--- src/rtl/rtcp_pkg.sv ---
// Purpose: shared constants and types for the three-wire command port
// Assumes: both ends run on one 200 MHz system clock
// Notes:   command byte and link timing constants live here
package rtcp_pkg;
    // ==========================================
    // command byte layout
    localparam int CMD_DIR_BIT    = 0;
    localparam int CMD_ADDR_LSB   = 1;
    localparam int CMD_ADDR_MSB   = 5;
    localparam int CMD_SPACE_BIT  = 6;
    localparam int CMD_MARKER_BIT = 7;
    localparam logic [4:0] BURST_ADDR = 5'h1F;
    localparam int BYTE_BITS      = 8;
    // ==========================================
    // link timing (host side divider)
    localparam int CLK_PERIOD_PS  = 5000;
    localparam int SCLK_HALF_NS   = 250;
    localparam int SCLK_HALF_CYC  = (SCLK_HALF_NS * 1000 + CLK_PERIOD_PS - 1) / CLK_PERIOD_PS;
    localparam int CE_SETUP_NS    = 1000;
    localparam int CE_SETUP_CYC   = (CE_SETUP_NS * 1000 + CLK_PERIOD_PS - 1) / CLK_PERIOD_PS;
    // ==========================================
    // reset values
    localparam logic [7:0] BYTE_RESET  = 8'h00;
    localparam logic [3:0] COUNT_RESET = 4'h0;
endpackage

--- src/rtl/rtcp_if.sv ---
// Purpose: three-wire link between host and device
// Assumes: data pin resolved by the bench from the two enables
// Notes:   output enables are active low
`timescale 1ns/1ps
interface rtcp_if;
    logic xferEn;      // transfer enable, host driven
    logic sclk;        // shift clock, host driven
    logic hostDout;    // host data out
    logic hostDoeN;    // host drives data pin when low
    logic devDout;     // device data out
    logic devDoeN;     // device drives data pin when low
    logic dataIn;      // resolved pin level
    modport host (output xferEn, output sclk, output hostDout, output hostDoeN,
                  input dataIn);
    modport dev  (input xferEn, input sclk, output devDout, output devDoeN,
                  input dataIn);
endinterface

--- src/rtl/rtcp_device.sv ---
// Purpose: device end of the three-wire command port
// Assumes: link pins are asynchronous and pass two flops
// Notes:   register storage is outside; writes and reads use a user port
//
// Function
// first byte after enable is command
// marker bit zero blocks writes
// command bit 6 selects clock or RAM
// command bits 1..5 give register address
// command bit 0: write zero, read one
// command byte assembled LSB first
// enable high activates control and shifter
// enable low aborts and releases pin
// bit period is fall then rise
// sample on rise, drive on fall
// host holds clock low at enable rise
// eight data bits captured after write command
// extra cycles after single write ignored
// write data assembled LSB first
// read bits driven from first following fall
// reads continue as bursts while enabled
// pin tri-stated on every rising edge
// address all ones means burst from zero
// command bit 1 is address LSB
`timescale 1ns/1ps
module rtcp_device (
    input  wire logic       clock,
    input  wire logic       arst_n,
    rtcp_if.dev             link,
    output logic            wrStb,
    output logic            rdStb,
    output logic            spaceSelect,
    output logic [4:0]      regAddr,
    output logic [7:0]      wrData,
    input  wire logic [7:0] rdData
);
    typedef enum logic [1:0] {ST_CMD, ST_WR, ST_RD, ST_DONE} rtcp_state_t;
    typedef struct packed {
        logic [1:0]  ceSync;
        logic [1:0]  ckSync;
        logic [1:0]  dSync;
        logic        ckPrev;
        rtcp_state_t st;
        logic [3:0]  bitCnt;
        logic [7:0]  shift;
        logic [7:0]  outSh;
        logic        burst;
        logic        marker;
        logic        space;
        logic [4:0]  addr;
        logic [7:0]  wdat;
        logic        wrStb;
        logic        rdStb;
        logic        dout;
        logic        doeN;
        logic        armRd;
    } rtcp_dev_t;
    rtcp_dev_t s_r, s_nxt;
    logic ce, ck, din, rise, fall;
    logic [7:0] cmdNow;
    // ==========================================
    // synchronised link levels; first flops feed only second
    assign ce   = s_r.ceSync[1];
    assign ck   = s_r.ckSync[1];
    assign din  = s_r.dSync[1];
    assign rise = ck & ~s_r.ckPrev;
    assign fall = ~ck & s_r.ckPrev;
    assign cmdNow = {din, s_r.shift[7:1]};
    // ==========================================
    // next-state logic
    always_comb begin
        s_nxt        = s_r;
        s_nxt.ceSync = {s_r.ceSync[0], link.xferEn};
        s_nxt.ckSync = {s_r.ckSync[0], link.sclk};
        s_nxt.dSync  = {s_r.dSync[0], link.dataIn};
        s_nxt.ckPrev = ck;
        s_nxt.wrStb  = 1'b0;
        s_nxt.rdStb  = 1'b0;
        if (!ce) begin
            // abort whatever is in flight and float the pin
            s_nxt.st     = ST_CMD;
            s_nxt.bitCnt = rtcp_pkg::COUNT_RESET;
            s_nxt.doeN   = 1'b1;
            s_nxt.armRd  = 1'b0;
        end else begin
            if (rise) begin
                s_nxt.doeN = 1'b1;
            end
            case (s_r.st)
                ST_CMD: begin
                    if (rise) begin
                        s_nxt.shift  = cmdNow;
                        s_nxt.bitCnt = s_r.bitCnt + 4'h1;
                        if (s_r.bitCnt == 4'(rtcp_pkg::BYTE_BITS - 1)) begin
                            s_nxt.bitCnt = rtcp_pkg::COUNT_RESET;
                            s_nxt.marker = cmdNow[rtcp_pkg::CMD_MARKER_BIT];
                            s_nxt.space  = cmdNow[rtcp_pkg::CMD_SPACE_BIT];
                            // bit 1 is the address lsb
                            s_nxt.addr   = cmdNow[rtcp_pkg::CMD_ADDR_MSB:
                                                  rtcp_pkg::CMD_ADDR_LSB];
                            s_nxt.burst  = (cmdNow[rtcp_pkg::CMD_ADDR_MSB:
                                                   rtcp_pkg::CMD_ADDR_LSB]
                                            == rtcp_pkg::BURST_ADDR);
                            if (cmdNow[rtcp_pkg::CMD_ADDR_MSB:rtcp_pkg::CMD_ADDR_LSB]
                                == rtcp_pkg::BURST_ADDR) begin
                                s_nxt.addr = 5'h00;
                            end
                            if (cmdNow[rtcp_pkg::CMD_DIR_BIT]) begin
                                s_nxt.st    = ST_RD;
                                s_nxt.rdStb = 1'b1;
                                s_nxt.armRd = 1'b1;
                            end else begin
                                s_nxt.st    = ST_WR;
                            end
                        end
                    end
                end
                ST_WR: begin
                    // step only after the strobe, so each byte lands at its own address
                    if (s_r.wrStb && s_r.burst) begin
                        s_nxt.addr = s_r.addr + 5'h01;
                    end
                    if (rise) begin
                        s_nxt.shift  = cmdNow;
                        s_nxt.bitCnt = s_r.bitCnt + 4'h1;
                        if (s_r.bitCnt == 4'(rtcp_pkg::BYTE_BITS - 1)) begin
                            s_nxt.bitCnt = rtcp_pkg::COUNT_RESET;
                            s_nxt.wdat   = cmdNow;
                            s_nxt.wrStb  = s_r.marker;
                            s_nxt.st     = s_r.burst ? ST_WR : ST_DONE;
                        end
                    end
                end
                ST_RD: begin
                    // byte from the user port lands one cycle after rdStb
                    if (s_r.armRd && !s_r.rdStb) begin
                        s_nxt.outSh = rdData;
                        s_nxt.armRd = 1'b0;
                    end
                    if (fall) begin
                        s_nxt.dout   = s_r.outSh[0];
                        s_nxt.outSh  = {1'b0, s_r.outSh[7:1]};
                        s_nxt.doeN   = 1'b0;
                        s_nxt.bitCnt = s_r.bitCnt + 4'h1;
                        if (s_r.bitCnt == 4'(rtcp_pkg::BYTE_BITS - 1)) begin
                            s_nxt.bitCnt = rtcp_pkg::COUNT_RESET;
                            // single reads resend the same byte; bursts move on
                            if (s_r.burst) begin
                                s_nxt.addr = s_r.addr + 5'h01;
                            end
                            s_nxt.rdStb  = 1'b1;
                            s_nxt.armRd  = 1'b1;
                        end
                    end
                end
                default: begin
                    // single write finished: clocks are ignored
                end
            endcase
        end
    end
    // ==========================================
    // single state register
    always_ff @(posedge clock or negedge arst_n) begin
        if (!arst_n) begin
            s_r      <= '0;
            s_r.st   <= ST_CMD;
            s_r.doeN <= 1'b1;
        end else begin
            s_r <= s_nxt;
        end
    end
    // ==========================================
    // outputs
    assign link.devDout  = s_r.dout;
    assign link.devDoeN  = s_r.doeN;
    assign wrStb         = s_r.wrStb;
    assign rdStb         = s_r.rdStb;
    assign spaceSelect   = s_r.space;
    assign regAddr       = s_r.addr;
    assign wrData        = s_r.wdat;
endmodule

--- src/flat_wrapper.sv ---
// flat-port wrapper written by rule: the top's interface ports become plain ports
module rtcp_device_flat 
  (clock, arst_n, wrStb, rdStb, spaceSelect, regAddr, wrData, rdData, link_xferEn, link_sclk, link_devDout, link_devDoeN, link_dataIn);
  rtcp_if link_i ();
  input  wire logic clock;
  input  wire logic arst_n;
  output logic wrStb;
  output logic rdStb;
  output logic spaceSelect;
  output logic [4:0] regAddr;
  output logic [7:0] wrData;
  input  wire logic [7:0] rdData;
  input wire logic [$bits(link_i.xferEn)-1:0] link_xferEn;
  input wire logic [$bits(link_i.sclk)-1:0] link_sclk;
  output wire logic [$bits(link_i.devDout)-1:0] link_devDout;
  output wire logic [$bits(link_i.devDoeN)-1:0] link_devDoeN;
  input wire logic [$bits(link_i.dataIn)-1:0] link_dataIn;
  assign link_i.xferEn = link_xferEn;
  assign link_i.sclk = link_sclk;
  assign link_devDout = link_i.devDout;
  assign link_devDoeN = link_i.devDoeN;
  assign link_i.dataIn = link_dataIn;
  rtcp_device u_core (.clock(clock), .arst_n(arst_n), .link(link_i), .wrStb(wrStb), .rdStb(rdStb), .spaceSelect(spaceSelect), .regAddr(regAddr), .wrData(wrData), .rdData(rdData));
endmodule
--- config.mk ---
export PLATFORM = sky130hd
export DESIGN_NAME = rtcp_device_flat
export DESIGN_NICKNAME = d
export VERILOG_FILES = /design/src/rtl/rtcp_pkg.sv /design/src/rtl/rtcp_if.sv /design/src/rtl/rtcp_device.sv /design/src/flat_wrapper.sv
export SDC_FILE = /design/constraint.sdc
export NUM_CORES = 1
export LEC_CHECK = 0
export BUFFER_PORTS_ARGS = -buffer_cell sky130_fd_sc_hd__buf_4
export CORE_MARGIN = 1.5
export CORE_UTILIZATION = 30
export CTS_BUF_LIST = sky130_fd_sc_hd__clkbuf_4 sky130_fd_sc_hd__clkbuf_8
export DETAILED_ROUTE_END_ITERATION = 8
export PLACE_DENSITY = 0.52
export SYNTH_ARGS = -nofsm -noshare
export SYNTH_HDL_FRONTEND = slang
export SYNTH_SLANG_ARGS = --single-unit
--- constraint.sdc ---
create_clock -name clock -period 2.7 [get_ports clock]
set_input_delay 0.135 -clock clock [delete_from_list [all_inputs] [get_ports clock]]
set_output_delay 0.135 -clock clock [all_outputs]
set_load 0.01 [all_outputs]
==> results by group, run 1 <==
Route
  – Detail Route Antenna Nets: 0
  – Final wirelength: 4470 microns
  – First-pass detailed-route iteration total: 4
  – Initial DRC Count: just under 100
  – Wirelength per Cell: approximately 13 microns
  – Via density: between 4 and 5
  – Detailed-route DRC error count: 0
  – Vias: ~1600

Floorplanning
  – Core area: ~7700 sq um
  – Row count: 32
  – Initial cell density of the core: a little under a third
  – I/O Pins: 31
  – Die Wd: between 90 and 100 microns
  – Die area: 8470 sq um
  – Die H: about 92 microns

Power
  – Gate power share: approximately 9.0%
  – Pleak: 1.26 nW
  – VDD IR-drop max: 0.000272 V
  – Clk pwr share: a little under two fifths
  – Part of the power in registers: a little over half
  – Sw Ratio: between 20% and 30%
  – Pint: ~1.2 mW
  – Pwr/cell area: between 500 and 600 nW/um^2
  – P_sw: 0.410 mW

CTS
  – CTS Hold Bufs: 4
  – Clk_lat worst skew: just over 0.3 ns
  – CTS Sinks: between 40 and 50
  – Worst-path clk slew: about 0.10 ns
  – Root buffer cell: clkbuf_8
  – Clock buffer depth: 2
  – PostCTS Resize Cnt: 0
  – Post-CTS Setup Inserts: 0
  – H-tree levels: 2
  – CTS tree: done
  – Num CTS Buffers: 5

Critical path
  – Delay of the slowest critical-path stage: roughly 0.42 ns
  – CP arrival: roughly 2.2 ns
  – WS Path Type: reg -> reg
  – CP Cell Sequence: inv_1 > ha_1 > nor3b_1 > o21a_1 > o2111ai_1 > buf_4 > nor3_1 > a211o_1
  – CP Max Fanout: 11
  – CP startpoint kind: flop
  – Bufs and invs on worst path: 2
  – Worst r2r src: u_core.s_r[41]
  – Depth of the most critical reg-to-reg path: 8
  – Worst EP required: about 2.9 ns
  – Crit-path leading delay family: compound AO/OA/AOI/OAI gates
  – Slowest-stage cell, CP: dfrtp_1
  – R2R Path End: u_core.regAddr[2]
  – Reg-to-reg slack, setup: ~0.66 ns
  – Crit end category: flop

Synth
  – Top cell type's share of synthesized area: 50.5%
  – Post-Synthesis Cells: 218
  – Synth unique cells: 43
  – FF+latch count, synth: 49
  – Leading cell types by total area after synthesis: dfrtp_1 (50%), mux2_2 (8.0%), buf_4 (4.4%), mux2i_1 (4.2%), ha_1 (3.2%)
  – Yosys warning count: 0
  – Synthesized net count: 237
  – Sequential area share after synthesis: about half
  – Mapped Area: 2380 sq um
  – Average size of a mapped cell: about 11 sq um
  – Post-synth EDFFs: 0
  – Ys async rst share: 100%
  – Top_reg_cell synth: dfrtp_1
  – Area leader, netlist: dfrtp_1

STA
  – Maximum clock frequency: slightly below 500 MHz
  – Final period utilization: 75.7%
  – RSZ-0062 raised after global routing: false
  – Rel. slew slack: roughly three fifths
  – Final worst slack: ~0.66 ns
  – Clock Skew: between 0.008 and 0.009 ns
  – Fin. Hold Viols: 0
  – Least-Margin Pin Slew: 0.624 ns
  – Final Setup Violations: 0
  – Post-layout minimum cycle time: a little over 2 ns
  – Hold slack: 0.0800 ns
  – Setup TNS: 0 ns
  – Slew Limit Fails: 0

Global route
  – Overflow after GRT: 0
  – Largest net degree at the start of global routing: 50
  – GRT Total Usage: a little under an eighth
  – Vias in the first global route: ~1600
  – First-pass GRT wire length: slightly below 8000 microns
  – Initial antenna violation count: 0

Final layout
  – Share of post-route cells with drive strength above 1: between 20% and 30%
  – Commonest non-fill, non-tap cell in the layout: dfrtp_1
  – Antenna diode count: 0
  – Post-layout util: between 30% and 40%
  – Finished Cell Area: ~2800 sq um
  – Nets: 261
  – Area Overhead vs Synth: 17.1%
  – Commonest non-fill, non-tap cells in the layout: dfrtp_1 (48), buf_4 (32), nand2_1 (20)

Placement
  – PortBufs: 30
  – Dpl cell area: about 2600 sq um
  – Hpwl dp: 3060 microns
  – DP Worst Slack: about 0.66 ns
  – Routability Congestion: just under 0.8

Outcome
  – Status: finished clean

Worst hold path
  – Hold Path End: u_core.s_r[28]
  – Hold Crit Class: in -> reg
  – Hold_sp: rdData[7]
  – WHS Path Cells: 3

Run
  – Max-cap viol count: 0
==> area by class of cell <==
cell class | count | area [sq um]
clock inverters | 3 | 65.1
repair buffers | 36 | 280
flip-flops and latches | 49 | 1230
fillers | 795 | 4900
well taps | 102 | 128
clock buffers | 5 | 68.8
multi-input cells | 141 | 982
inverters | 9 | 33.8
==> synthesized netlist by cell type, types with 2 or more instances <==
library cell  number
a21oi_1            9
a31oi_1            2
buf_2              3
buf_4             14
dfrtp_1           48
ha_1               6
inv_1              8
mux2_2            17
mux2i_1           10
nand2_1           20
nand3_1           11
nand4_1            3
nor2_1            16
nor2b_1            3
nor3_1             4
nor3b_1            2
o2111ai_1          2
o211ai_1           2
o21ai_0           13
o31ai_1            2
==> layer usage <==
layer	track usage (%)	vias to the layer above	part of all wire, %
met2	17.6	33	44
met3	2.99	6	4.9
met4	2.69	0	0.92
met5	0	-	0
met1	16.7	797	50
li1	-	801	-
==> worst register-to-register path: stages (launching register included) <==
cell and delay, ns:
dfrtp_1 0.42, inv_1 0.09, ha_1 0.37, nor3b_1 0.09
o21a_1 0.20, o2111ai_1 0.21, buf_4 0.22, nor3_1 0.07
a211o_1 0.27
==> power groups by stage <==
stage | registers (mW) | clock network (mW) | logic (mW)
after floorplan | 0.858 | 0 | 0.103
after global placement | 0.889 | 0 | 0.144
after detailed placement | 0.889 | 0 | 0.147
after CTS | 0.875 | 0.643 | 0.152
after global routing | 0.888 | 0.674 | 0.169
final | 0.874 | 0.625 | 0.148
==> flip-flops by register name (all words and copies together), names as in the netlist <==
signal	count
u_core.s_r	18
u_core.cmdNow	8
u_core.wrData	8
u_core.regAddr	5
u_core.s_nxt	3
u_core.ce	1
u_core.ck	1
u_core.link.devDoeN	1
u_core.link.devDout	1
u_core.rdStb	1
u_core.spaceSelect	1
u_core.wrStb	1
==> worst max-delay path by stage <==
stage | startpoint | endpoint | slack, ns | cells after the start
finish | u_core.s_r[41] | u_core.regAddr[2] | 0.66 | 8
global route | u_core.s_r[41] | u_core.regAddr[3] | 0.48 | 8
CTS | u_core.s_r[41] | u_core.regAddr[2] | 0.63 | 8
detailed placement | u_core.s_r[41] | u_core.regAddr[2] | 0.66 | 8
global placement | u_core.s_r[41] | u_core.regAddr[2] | 0.66 | 8
floorplan | u_core.s_r[41] | u_core.regAddr[2] | 0.89 | 9
==> cell families after synthesis <==
kind of cell               after synthesis  share of synthesized area [%]
buffers and inverters                   28                           7.10
DFF                                     49                           51.6
muxes                                   27                           12.3
and+or+nand+nor                         69                           14.6
AOI/OAI and AO/OA                       39                           11.3
adders and majority gates                6                           3.16
==> per-stage QoR <==
step | power, mW | instances
after floorplan | 0.962 | 218
after detailed placement | 1.04 | 333
after global routing | 1.73 | 345
after CTS | 1.67 | 345
after global placement | 1.03 | 333
final | 1.65 | 345
(Power assumes the default switching activity.)
==> run 2, diff against run 1 <==
clock period = 2.03 ns   (was 2.7 ns; I/O delays follow)
==> run 2 against run 1 <==
Against the previous run: wire length grew 0.74%; clock-buffer cell count is the same; sequential power up 33%; combinational power is 34% higher; highest routed layer unchanged; worst setup slack got worse by 0.51 ns; cell count up 1.4%; critical path type unchanged; non-clock buffer count is 6 higher; global-route usage decreased by 0.26 points; design area up 1.0%; via count increased by 0.43%; total power up 25%.
==> results by group, run 2 (synthesis gave the netlist of run 1 again) <==
Critical path
  – Crit path launch: u_core.s_r[42]
  – WS Path Type: reg -> reg
  – CP startpoint kind: flop
  – Worst r2r src: u_core.s_r[42]
  – Worst EP required: 2.22 ns
  – Crit end category: flop
  – CP arrival: approximately 2.1 ns
  – CP Max Fanout: 11

Final layout
  – Most flop-heavy register: u_core.s_r
  – Share of post-route cells with drive strength above 1: 30.2%
  – Area Overhead vs Synth: 18.3%
  – Finished Cell Area: approximately 2800 sq um
  – Non-Filler Instances: 350
  – Commonest non-fill, non-tap cells in the layout: dfrtp_1 (48), buf_4 (38), nand2_1 (20)
  – Commonest non-fill, non-tap cell in the layout: dfrtp_1
  – Storage element area: about 1200 sq um
  – Multi-input logic area: slightly below 1000 sq um
  – Max FFs per register: 18
  – Fill cell count: slightly below 800
  – Nets: 267
  – Antenna diode count: 0

STA
  – Clock Skew: 0.00732 ns
  – Maximum clock frequency: 531 MHz
  – Least-Margin Pin Slew: between 0.6 and 0.7 ns
  – Rel. slew slack: approximately 60%
  – Fin. Hold Viols: 0
  – Final Setup Violations: 0
  – Setup TNS: 0 ns
  – Final period utilization: between 90% and 100%
  – RSZ-0062 raised after global routing: false
  – Final worst slack: ~0.15 ns
  – Post-layout minimum cycle time: around 1.9 ns
  – Slew Limit Fails: 0

Floorplanning
  – Die area: 8470 sq um
  – Row count: 32
  – Initial cell density of the core: between 30% and 40%
  – Die H: between 90 and 100 microns
  – Die Wd: 92.0 microns
  – I/O Pins: 31
  – Core area: slightly below 8000 sq um

Global route
  – GRT Total Usage: 11.4%
  – First-pass GRT wire length: approximately 8000 microns
  – Overflow after GRT: 0
  – Initial antenna violation count: 0
  – Vias in the first global route: 1626
  – Largest net degree at the start of global routing: 50

Route
  – Initial DRC Count: between 100 and 150
  – Detailed-route DRC error count: 0
  – First-pass detailed-route iteration total: 6
  – Final wirelength: roughly 4500 microns
  – Wirelength per Cell: about 13 microns
  – Vias: 1644
  – Detail Route Antenna Nets: 0
  – Via density: between 4 and 5

Placement
  – DP Worst Slack: around 0.14 ns
  – Dpl cell area: approximately 2700 sq um
  – Hpwl dp: 3200 microns
  – PortBufs: 30
  – Routability Congestion: slightly below 0.8
  – Dpl cells: about 340

Worst hold path
  – Hold Crit Class: in -> reg
  – Hold_sp: rdData[7]

Outcome
  – Status: finished clean

CTS
  – Clk_lat worst skew: roughly 0.3 ns
  – CTS tree: done
  – H-tree levels: 2
  – Clock buffer depth: 2
  – Post-CTS Setup Inserts: 0
  – Worst-path clk slew: approximately 0.090 ns
  – Num CTS Buffers: 5
  – CTS Sinks: 49
  – Root buffer cell: clkbuf_8

Power
  – Power Total: about 2.1 mW
  – Pwr/cell area: roughly 730 nW/um^2
  – Pleak: about 1.3 nW
  – VDD IR-drop max: 0.000331 V

Run
  – Max-cap viol count: 0
==> run 2: final timing paths <==
path                                endpoint  slack (ns)  cells past startpoint
max in group asynchronous     u_core.s_r[20]        1.26                      2
max reg2reg                u_core.regAddr[2]        0.15                      8
min                           u_core.s_r[28]        0.06                      3
min reg2reg                        u_core.ck        0.36                      0
max                        u_core.regAddr[2]        0.15                      8
min in group asynchronous     u_core.s_r[28]        0.34                      2
==> run 2: area by class of cell <==
type | count | area share (%)
Clock buffer | 5 | 2.45
Tap cell | 102 | 4.54
Sequential cell | 49 | 43.6
Clock inverter | 2 | 1.38
Multi-Input combinational cell | 141 | 35.3
Timing Repair Buffer | 42 | 11.6
Inverter | 9 | 1.20
==> run 2: report_power, final <==
part	internal [mW]	total, mW	switching (mW)	leakage, nW
clock network	0.365	0.694	0.329	0.0546
registers	1.05	1.16	0.109	0.610
logic	0.109	0.199	0.0905	0.611
total	1.52	2.05	0.528	1.28
==> run 2: layer usage <==
| metal | track usage [%] | vias up | part of all wire, % |
|---|---|---|---|
| met5 | 0 | - | 0 |
| met4 | 3.46 | 0 | 0.58 |
| met3 | 3.15 | 2 | 6.2 |
| met1 | 16.0 | 784 | 48 |
| met2 | 17.1 | 40 | 45 |
| li1 | - | 818 | - |
==> run 2: metrics by stage <==
step / util [%] / hold slack [ns]
floorplan: - / -0.194
global placement: 34.6 / 0.171
detailed placement: 34.6 / 0.173
CTS: 36.5 / 0.0492
global route: 36.6 / 0.0502
finish: 36.6 / 0.0611
==> run 2: what timing repair did <==
action	4_1_cts	5_1_grt
gates resized for setup	0	3
hold buffers	4	0
setup endpoints to repair	0	4
hold endpoints to repair	51	0
==> run 2: worst max-delay path, stage by stage (launching register included) <==
cell       delay, ns
dfrtp_1         0.41
inv_1           0.10
ha_1            0.29
nor3b_1         0.08
o21a_1          0.17
o2111ai_1       0.17
buf_4           0.21
nor3_1          0.07
a211o_1         0.26
